===== config.mk =====
export PLATFORM = sky130hd
export DESIGN_NAME = smbrp_port
export DESIGN_NICKNAME = d
export VERILOG_FILES = /design/src/smbrp_edges.v /design/src/smbrp_port.v /design/src/smbrp_sync.v
export VERILOG_INCLUDE_DIRS = /design/src
export SDC_FILE = /design/constraint.sdc
export NUM_CORES = 1
export LEC_CHECK = 0
export BUFFER_PORTS_ARGS = -buffer_cell sky130_fd_sc_hd__clkbuf_2
export CAP_MARGIN = 25
export CORE_ASPECT_RATIO = 1.25
export CORE_MARGIN = 2
export CORE_UTILIZATION = 45
export DETAILED_ROUTE_END_ITERATION = 7
export GPL_TIMING_DRIVEN = 0
export PLACE_DENSITY_LB_ADDON = 0.05
export SYNTH_ARGS = -nofsm -noshare
export SYNTH_HDL_FRONTEND = slang
export SYNTH_HIERARCHICAL = 1
export SYNTH_SLANG_ARGS = --single-unit

===== constraint.sdc =====
create_clock -name core_clk -period 2.4 [get_ports core_clk]
set_input_delay 0.48 -clock core_clk [delete_from_list [all_inputs] [get_ports core_clk]]
set_output_delay 0.48 -clock core_clk [all_outputs]
set_load 0.02 [all_outputs]

===== src/smbrp_defs.vh =====
// Constants for the two-wire register port: addresses, states, widths.
// Assumes inclusion by smbrp_port.v and its leaf modules only.
`ifndef SMBRP_DEFS_VH
`define SMBRP_DEFS_VH
`define SMBRP_ADDR_DEFAULT 7'h2e
`define SMBRP_ADDR_STRAP0  7'h2c
`define SMBRP_ADDR_STRAP1  7'h2d
`define SMBRP_PREFIX_MSB   6
`define SMBRP_PREFIX_LSB   2
`define SMBRP_UNMAPPED_RD  8'h00
`define SMBRP_BIT_LAST     3'h7
`define SMBRP_BIT_FIRST    3'h0
`define SMBRP_ST_IDLE      3'h0
`define SMBRP_ST_ADDR      3'h1
`define SMBRP_ST_ACK       3'h2
`define SMBRP_ST_RXBYTE    3'h3
`define SMBRP_ST_TXBYTE    3'h4
`define SMBRP_ST_TXACK     3'h5
`define SMBRP_ST_IGNORE    3'h6
`define SMBRP_ST_ACKHOLD   3'h7
`define SMBRP_STRAP_WAIT   2'h2
`define SMBRP_PH_ADDR      2'h0
`define SMBRP_PH_PTR       2'h1
`define SMBRP_PH_DATA      2'h2
`define SMBRP_PH_EXTRA     2'h3
`endif


===== src/smbrp_edges.v =====
// Start, stop and clock-edge detection on synchronised bus lines.
// Assumes both inputs are already synchronised to core_clk.
`timescale 1ns/1ns
module smbrp_edges (
  // Clock and reset
  input  wire core_clk,
  input  wire rst,
  // Synchronised lines
  input  wire scl_s,
  input  wire sda_s,
  // Events, one-cycle pulses
  output wire scl_rise,
  output wire scl_fall,
  output wire start_det,
  output wire stop_det
);
  reg scl_q;
  reg sda_q;
  // ==========================================================
  // Edge history
  always @(posedge core_clk) begin
    if (rst) begin
      scl_q <= 1'b1;
      sda_q <= 1'b1;
    end else begin
      scl_q <= scl_s;
      sda_q <= sda_s;
    end
  end
  assign scl_rise  = scl_s & ~scl_q;
  assign scl_fall  = ~scl_s & scl_q;
  assign start_det = scl_s & scl_q & sda_q & ~sda_s;
  assign stop_det  = scl_s & scl_q & ~sda_q & sda_s;
endmodule


===== src/smbrp_port.v =====
// Slave-only two-wire register port with strap addressing.
// Assumes a host master drives the bus clock; registers live outside.
//
// Contract
// - Strap high at power up: default address.
// - Strap low at power up: strap addressing.
// - Select low gives first strap address.
// - Select high gives second strap address.
// - Strap pins lose fan function in strap mode.
// - Latch strap address on first prefix match.
// - Slave only; four byte protocols valid.
// - 7-bit address, 8-bit pointer, 8-bit data.
// - Bytes shift most significant bit first.
// - Bare read returns current pointer register.
// - Commit write only after complete sequence, stop.
// - Write carries exactly one data byte.
// - Read returns one byte, host nacks.
// - Tree test mode routes tree to fan1.
// - Unmapped read zero; unmapped write ignored.
// - Start then stop resets to idle.
// - Never stretch clock; tolerate stretching.
`timescale 1ns/1ns
`include "smbrp_defs.vh"
module smbrp_port (
  // Clock and reset
  input  wire       core_clk,
  input  wire       rst,
  // Bus pins
  input  wire       scl_in,
  input  wire       sda_in,
  output reg        sda_out,
  output reg        sda_oe,
  output reg        scl_out,
  output reg        scl_oe,
  // Strap and fan pins
  input  wire       fan3_drive_in,
  input  wire       fan4_speed_input,
  input  wire       fan1_pwm,
  input  wire       fan3_pwm,
  input  wire       test_mode,
  input  wire       tree_test_output,
  output reg        fan1_drive_output,
  output reg        fan3_drive_output,
  output reg        fan3_drive_oe,
  output reg        fan4_enable,
  // Register block side
  output reg  [7:0] reg_addr,
  output reg  [7:0] reg_wdata,
  output reg        reg_we,
  input  wire [7:0] reg_rdata,
  input  wire       reg_valid
);
  wire scl_s;
  wire sda_s;
  wire en_s;
  wire sel_s;
  wire scl_rise;
  wire scl_fall;
  wire start_det;
  wire stop_det;
  reg  [2:0] state_q;
  reg  [2:0] bit_q;
  reg  [7:0] shift_q;
  reg  [1:0] phase_q;
  reg        rd_q;
  reg        wr_pend_q;
  reg  [7:0] data_q;
  reg        strap_mode_q;
  reg        strap_seen_q;
  reg        addr_locked_q;
  reg  [6:0] addr_q;
  reg  [1:0] strap_cnt_q;
  wire [6:0] cand_addr;
  wire [6:0] rx_addr;
  wire       addr_hit;
  wire       prefix_hit;
  wire [7:0] rd_byte;

  // ==========================================================
  // Input synchronisers
  smbrp_sync u_scl (.core_clk(core_clk), .rst(rst), .pin_in(scl_in),
                    .pin_sync_q(scl_s));
  smbrp_sync u_sda (.core_clk(core_clk), .rst(rst), .pin_in(sda_in),
                    .pin_sync_q(sda_s));
  smbrp_sync u_en  (.core_clk(core_clk), .rst(rst), .pin_in(fan3_drive_in),
                    .pin_sync_q(en_s));
  smbrp_sync u_sel (.core_clk(core_clk), .rst(rst),
                    .pin_in(fan4_speed_input), .pin_sync_q(sel_s));

  // ==========================================================
  // Bus event detection
  smbrp_edges u_edges (
    .core_clk  (core_clk),
    .rst       (rst),
    .scl_s     (scl_s),
    .sda_s     (sda_s),
    .scl_rise  (scl_rise),
    .scl_fall  (scl_fall),
    .start_det (start_det),
    .stop_det  (stop_det)
  );

  // ==========================================================
  // Address selection
  function [6:0] strap_addr;
    input sel;
    begin
      strap_addr = sel ? `SMBRP_ADDR_STRAP1 : `SMBRP_ADDR_STRAP0;
    end
  endfunction

  assign cand_addr = addr_locked_q ? addr_q :
                     (strap_mode_q ? strap_addr(sel_s)
                                   : `SMBRP_ADDR_DEFAULT);
  assign rx_addr    = shift_q[7:1];
  assign addr_hit   = (rx_addr == cand_addr);
  assign prefix_hit = (rx_addr[`SMBRP_PREFIX_MSB:`SMBRP_PREFIX_LSB] ==
                       cand_addr[`SMBRP_PREFIX_MSB:`SMBRP_PREFIX_LSB]);
  assign rd_byte    = reg_valid ? reg_rdata : `SMBRP_UNMAPPED_RD;

  // Straps are caught once, after the synchronisers hold the pin levels.
  always @(posedge core_clk) begin
    if (rst) begin
      strap_mode_q <= 1'b0;
      strap_seen_q <= 1'b0;
      strap_cnt_q  <= 2'h0;
    end else if (!strap_seen_q) begin
      if (strap_cnt_q == `SMBRP_STRAP_WAIT) begin
        strap_seen_q <= 1'b1;
        strap_mode_q <= ~en_s;
      end else begin
        strap_cnt_q <= strap_cnt_q + 2'h1;
      end
    end
  end

  // ==========================================================
  // Fan pin routing
  always @(posedge core_clk) begin
    if (rst) begin
      fan1_drive_output <= 1'b0;
      fan3_drive_output <= 1'b0;
      fan3_drive_oe     <= 1'b0;
      fan4_enable       <= 1'b0;
    end else begin
      fan1_drive_output <= test_mode ? tree_test_output : fan1_pwm;
      fan3_drive_output <= fan3_pwm;
      fan3_drive_oe     <= strap_seen_q & ~strap_mode_q;
      fan4_enable       <= strap_seen_q & ~strap_mode_q;
    end
  end

  // ==========================================================
  // Slave protocol engine
  always @(posedge core_clk) begin
    if (rst) begin
      state_q       <= `SMBRP_ST_IDLE;
      bit_q         <= `SMBRP_BIT_FIRST;
      shift_q       <= 8'h00;
      phase_q       <= `SMBRP_PH_ADDR;
      rd_q          <= 1'b0;
      wr_pend_q     <= 1'b0;
      data_q        <= 8'h00;
      addr_locked_q <= 1'b0;
      addr_q        <= `SMBRP_ADDR_DEFAULT;
      sda_out       <= 1'b0;
      sda_oe        <= 1'b0;
      scl_out       <= 1'b0;
      scl_oe        <= 1'b0;
      reg_addr      <= 8'h00;
      reg_wdata     <= 8'h00;
      reg_we        <= 1'b0;
    end else begin
      reg_we  <= 1'b0;
      sda_out <= 1'b0;
      if (stop_det) begin
        reg_we    <= wr_pend_q;
        wr_pend_q <= 1'b0;
        state_q   <= `SMBRP_ST_IDLE;
        sda_oe    <= 1'b0;
      end else if (start_det) begin
        state_q   <= `SMBRP_ST_ADDR;
        bit_q     <= `SMBRP_BIT_FIRST;
        phase_q   <= `SMBRP_PH_ADDR;
        wr_pend_q <= 1'b0;
        sda_oe    <= 1'b0;
      end else begin
        case (state_q)
          `SMBRP_ST_IDLE: begin
            sda_oe <= 1'b0;
          end
          `SMBRP_ST_ADDR, `SMBRP_ST_RXBYTE: begin
            if (scl_rise) begin
              shift_q <= {shift_q[6:0], sda_s};
              if (bit_q == `SMBRP_BIT_LAST) begin
                state_q <= `SMBRP_ST_ACK;
              end
              bit_q <= bit_q + 3'h1;
            end
          end
          `SMBRP_ST_ACK: begin
            if (scl_fall) begin
              state_q <= `SMBRP_ST_ACKHOLD;
              sda_oe  <= 1'b1;
              if (phase_q == `SMBRP_PH_ADDR) begin
                if (strap_mode_q && !addr_locked_q && prefix_hit) begin
                  addr_locked_q <= 1'b1;
                  addr_q        <= cand_addr;
                end
                if (addr_hit) begin
                  rd_q    <= shift_q[0];
                  phase_q <= `SMBRP_PH_PTR;
                end else begin
                  sda_oe  <= 1'b0;
                  state_q <= `SMBRP_ST_IDLE;
                end
              end else if (phase_q == `SMBRP_PH_PTR) begin
                reg_addr <= shift_q;
                phase_q  <= `SMBRP_PH_DATA;
              end else if (phase_q == `SMBRP_PH_DATA) begin
                reg_wdata <= shift_q;
                wr_pend_q <= 1'b1;
                phase_q   <= `SMBRP_PH_EXTRA;
              end else begin
                wr_pend_q <= 1'b0;
                sda_oe    <= 1'b0;
                state_q   <= `SMBRP_ST_IDLE;
              end
            end
          end
          `SMBRP_ST_ACKHOLD: begin
            // The acknowledge bit stands until the fall after its clock.
            if (scl_fall) begin
              if (rd_q) begin
                data_q  <= rd_byte;
                sda_oe  <= ~rd_byte[`SMBRP_BIT_LAST];
                rd_q    <= 1'b0;
                state_q <= `SMBRP_ST_TXBYTE;
              end else begin
                sda_oe  <= 1'b0;
                state_q <= `SMBRP_ST_RXBYTE;
              end
            end
          end
          `SMBRP_ST_TXBYTE: begin
            if (scl_fall) begin
              sda_oe <= ~data_q[`SMBRP_BIT_LAST - bit_q];
            end
            if (scl_rise) begin
              if (bit_q == `SMBRP_BIT_LAST) begin
                state_q <= `SMBRP_ST_TXACK;
              end
              bit_q <= bit_q + 3'h1;
            end
          end
          `SMBRP_ST_TXACK: begin
            // Release the line so the host can drive its not-acknowledge.
            if (scl_fall) begin
              sda_oe  <= 1'b0;
              state_q <= `SMBRP_ST_IGNORE;
            end
          end
          `SMBRP_ST_IGNORE: begin
            sda_oe <= 1'b0;
          end
          default: begin
            sda_oe  <= 1'b0;
            state_q <= `SMBRP_ST_IDLE;
          end
        endcase
      end
    end
  end
endmodule


===== src/smbrp_sync.v =====
// Two-flop synchroniser for one pin level.
// Assumes the pin is asynchronous to core_clk.
`timescale 1ns/1ns
module smbrp_sync (
  // Clock and reset
  input  wire core_clk,
  input  wire rst,
  // Pin and synchronised level
  input  wire pin_in,
  output reg  pin_sync_q
);
  reg meta_q;
  // ==========================================================
  // Synchroniser
  always @(posedge core_clk) begin
    if (rst) begin
      meta_q     <= 1'b1;
      pin_sync_q <= 1'b1;
    end else begin
      meta_q     <= pin_in;
      pin_sync_q <= meta_q;
    end
  end
endmodule


==> key figures <==
Status
  – Status: complete, no violations

STA
  – Crit share post-route: 87.3%
  – Final setup TNS: 0 ns
  – Slew headroom: 54.4%
  – Tmin final: 2.09 ns
  – Worst-Margin Slew: 0.683 ns
  – Final Slew Violations: 0
  – RSZ-0062 raised after global routing: no
  – Max Clock Skew: 0.0102 ns
  – Fmax: 477 MHz
  – Hold WS: 0.316 ns
  – Final Hold Violating Endpoints: 0
  – Final number of setup-violating endpoints: 0

Place
  – Port bufs: 39
  – Area after DPL: 3520 sq um
  – Post-DP HPWL: 4970 microns
  – Placed Instances: 475
  – RD Place Congestion: 0.874

Setup path
  – Startpoint Class: register
  – Setup crit end kind: register
  – Delay-heaviest family, CP: simple AND/OR/NAND/NOR gates
  – CP bufs+invs: 0
  – Worst flop-to-flop path endpoint: reg_wdata[5]$_SDFFE_PP0P_
  – Slowest stage cell, crit path: nor3_1
  – Crit path kind: reg -> reg
  – Cell Chain, Critical Path: nor2b_1 > nand4bb_1 > nor3_1 > nand3_2 > mux2i_1 > nor2_1
  – Critical Path AT: 2.30 ns
  – R2R setup slack: 0.31 ns
  – Worst EP required: 2.61 ns
  – Worst Reg-to-Reg Cells: 6
  – Reg2reg start: u_edges/scl_q$_SDFF_PP1_
  – CP Max Fanout: 8
  – Slowest Stage Delay on Critical Path: 0.47 ns

Logic synthesis
  – Sequential fraction of the synthesis area: 43.2%
  – Top cells by count, synth: dfxtp_1 (69), nor2_1 (42), mux2i_1 (31)
  – Post-synth top area share: 43.2%
  – Synth Register Bits: 69
  – Leading area contributor after synthesis: dfxtp_1
  – Synth Cell Area: 3200 sq um
  – Most used DFF post-synth: dfxtp_1
  – Count of cell types in the netlist: 58
  – Ys Warns: 6
  – Number of synthesized flops with an enable pin: 0
  – Synthesized area per cell: 9.30 sq um
  – Synth area leaders: dfxtp_1 (43%), mux2i_1 (9.7%), nor2_1 (4.9%), a21oi_1 (3.3%), nor2b_1 (2.9%)
  – Top-count cell post-synth: dfxtp_1
  – Mapped Cells: 344
  – Share of flip-flops with an asynchronous set or reset: 0%

Route
  – DR vias/cell: 5.14
  – DR vias: 2526
  – Antenna-violating nets left: 0
  – Number of DRC violations after detailed-routing iteration 0: 66
  – Drt pass-1 iters: 4
  – DRC: 0
  – Drt wl/cell: 13.7 microns
  – Drt total wl: 6720 microns

Finish
  – Final instance area: 3710 sq um
  – Layout cell share with drive strength beyond 1: 20.0%
  – Ant diodes: 0
  – Fin nets: 421
  – Fill cells: 663
  – Area Growth Syn to Fin: 16.0%
  – Fin cells: 491

GRT
  – Vias in the first global route: 2515
  – Overall global routing resource usage: 18.9%
  – Pin count of the biggest net entering global routing: 14
  – GRT overflow: 0
  – Initial antenna violation count: 0
  – First-pass GRT wire length: 11700 microns

Pwr
  – PwrDens: 639 nW/um^2
  – LEAKAGE: 1.65 nW
  – Worst vdd ir: 0.000443 V

Floorplan
  – Die span in y: 98.3 microns
  – Std-Cell Rows: 34
  – Top Ports: 44
  – Die Span X: 79.4 microns
  – Placeable Area: 6930 sq um
  – Die ar.: 7810 sq um
  – Initial Utilization: 46.2%

Hold path
  – Hold Crit Class: in -> reg
  – Hold Path End: u_scl/meta_q$_SDFF_PP1_
  – Hold_sp: scl_in
  – Hold path cells: 2

Clocking
  – Clk pin slew, worst setup/hold paths: 0.08 ns
  – Latest clock arrival within the worst-skew pair: 0.34 ns
  – Max H-tree Level: 3
  – Post_cts resized: 0
  – Clk buf depth: 2
  – Cts bufs inserted: 9
  – CTS tree: done
  – Clk root buf: clkbuf_8
  – Post-CTS Setup Bufs: 0
  – CTS sink cnt: 69
  – CTS Hold Buffers Added: 0

Run
  – Max Cap Violations: 0
==> final cells by class <==
type	instances	area (sq um)	area share [%]
inverter	8	30.0	0.809
tap	90	113	3.03
timing repair buffer	39	195	5.26
clock inverter	6	70.1	1.89
sequential	69	1380	37.2
buffer	21	111	3.00
clock buffer	10	128	3.44
multi-input combinational	248	1690	45.4
==> report_power, final <==
group / leakage (nW) / switching, mW / total (mW) / internal, mW
clock: 0.101 / 0.448 / 0.938 / 0.489
combinational: 0.986 / 0.127 / 0.227 / 0.100
sequential: 0.560 / 0.0257 / 1.21 / 1.18
==> registers in the layout, indices dropped and copies added (netlist names), 2 cells and up <==
| name | flops |
|---|---|
| bit_q | 3 |
| strap_cnt_q | 2 |
| shift_q | 8 |
| reg_wdata | 8 |
| addr_q | 7 |
| phase_q | 2 |
| reg_addr | 8 |
| data_q | 8 |
| state_q | 3 |
==> metrics by stage <==
step	utilization [%]	total power, mW	setup slack (ns)
after floorplan	-	1.40	0.678
after global placement	50.7	1.46	0.322
after detailed placement	50.7	1.47	0.326
after CTS	53.6	2.41	0.311
after global routing	53.6	2.49	0.0309
final	53.6	2.37	0.306
==> layout by cell type, fill, tap and decap left out, types with 10 or more instances in the layout <==
cell      count
clkbuf_1     13
clkbuf_2     40
a21oi_1      21
nor2_1       42
nand2_1      21
nor2b_1      15
mux2i_1      31
dfxtp_1      69
nand3_1      13
or2_1        10
==> worst max path at each step <==
stage | startpoint | cells past startpoint | slack [ns] | end
6_report | u_edges/scl_q$_SDFF_PP1_ | 6 | 0.31 | reg_wdata[5]$_SDFFE_PP0P_
5_1_grt | u_edges/scl_q$_SDFF_PP1_ | 6 | 0.03 | reg_wdata[5]$_SDFFE_PP0P_
4_1_cts | u_edges/scl_q$_SDFF_PP1_ | 6 | 0.31 | reg_wdata[7]$_SDFFE_PP0P_
2_1_floorplan | u_edges/scl_q$_SDFF_PP1_ | 7 | 0.68 | rd_q$_SDFFE_PP0P_
3_3_place_gp | u_edges/scl_q$_SDFF_PP1_ | 6 | 0.32 | reg_wdata[7]$_SDFFE_PP0P_
3_5_place_dp | u_edges/scl_q$_SDFF_PP1_ | 6 | 0.33 | reg_wdata[1]$_SDFFE_PP0P_
==> kinds of logic (layout without fill, tap and decap cells) <==
| family | Yosys count | in the layout | share of synthesized area (%) |
|---|---|---|---|
| AO/OA/AOI/OAI | 57 | 57 | 13.4 |
| XOR/XNOR | 4 | 4 | 1.09 |
| adder cells (fa/ha/maj) | 6 | 6 | 2.35 |
| buffers and inverters | 29 | 84 | 4.42 |
| flip-flops | 69 | 69 | 43.2 |
| multiplexers | 35 | 35 | 11.8 |
| other | 1 | 3 | 0.117 |
| AND/OR/NAND/NOR | 143 | 143 | 23.7 |
==> layer usage <==
layer	track usage [%]	up-vias	share of wire, %
li1	-	1297	-
met1	22.4	1178	43
met5	0	-	0
met3	4.34	8	3.2
met2	32.6	43	52
met4	7.29	0	1.8
==> worst reg2reg max path, delay by kind of cell, from the launching register on <==
kind / cells / cell delay, ns
muxes: 1 / 0.27
DFF: 1 / 0.35
and+or+nand+nor: 5 / 1.36
No activity file was read; power rests on OpenSTA's default activity.
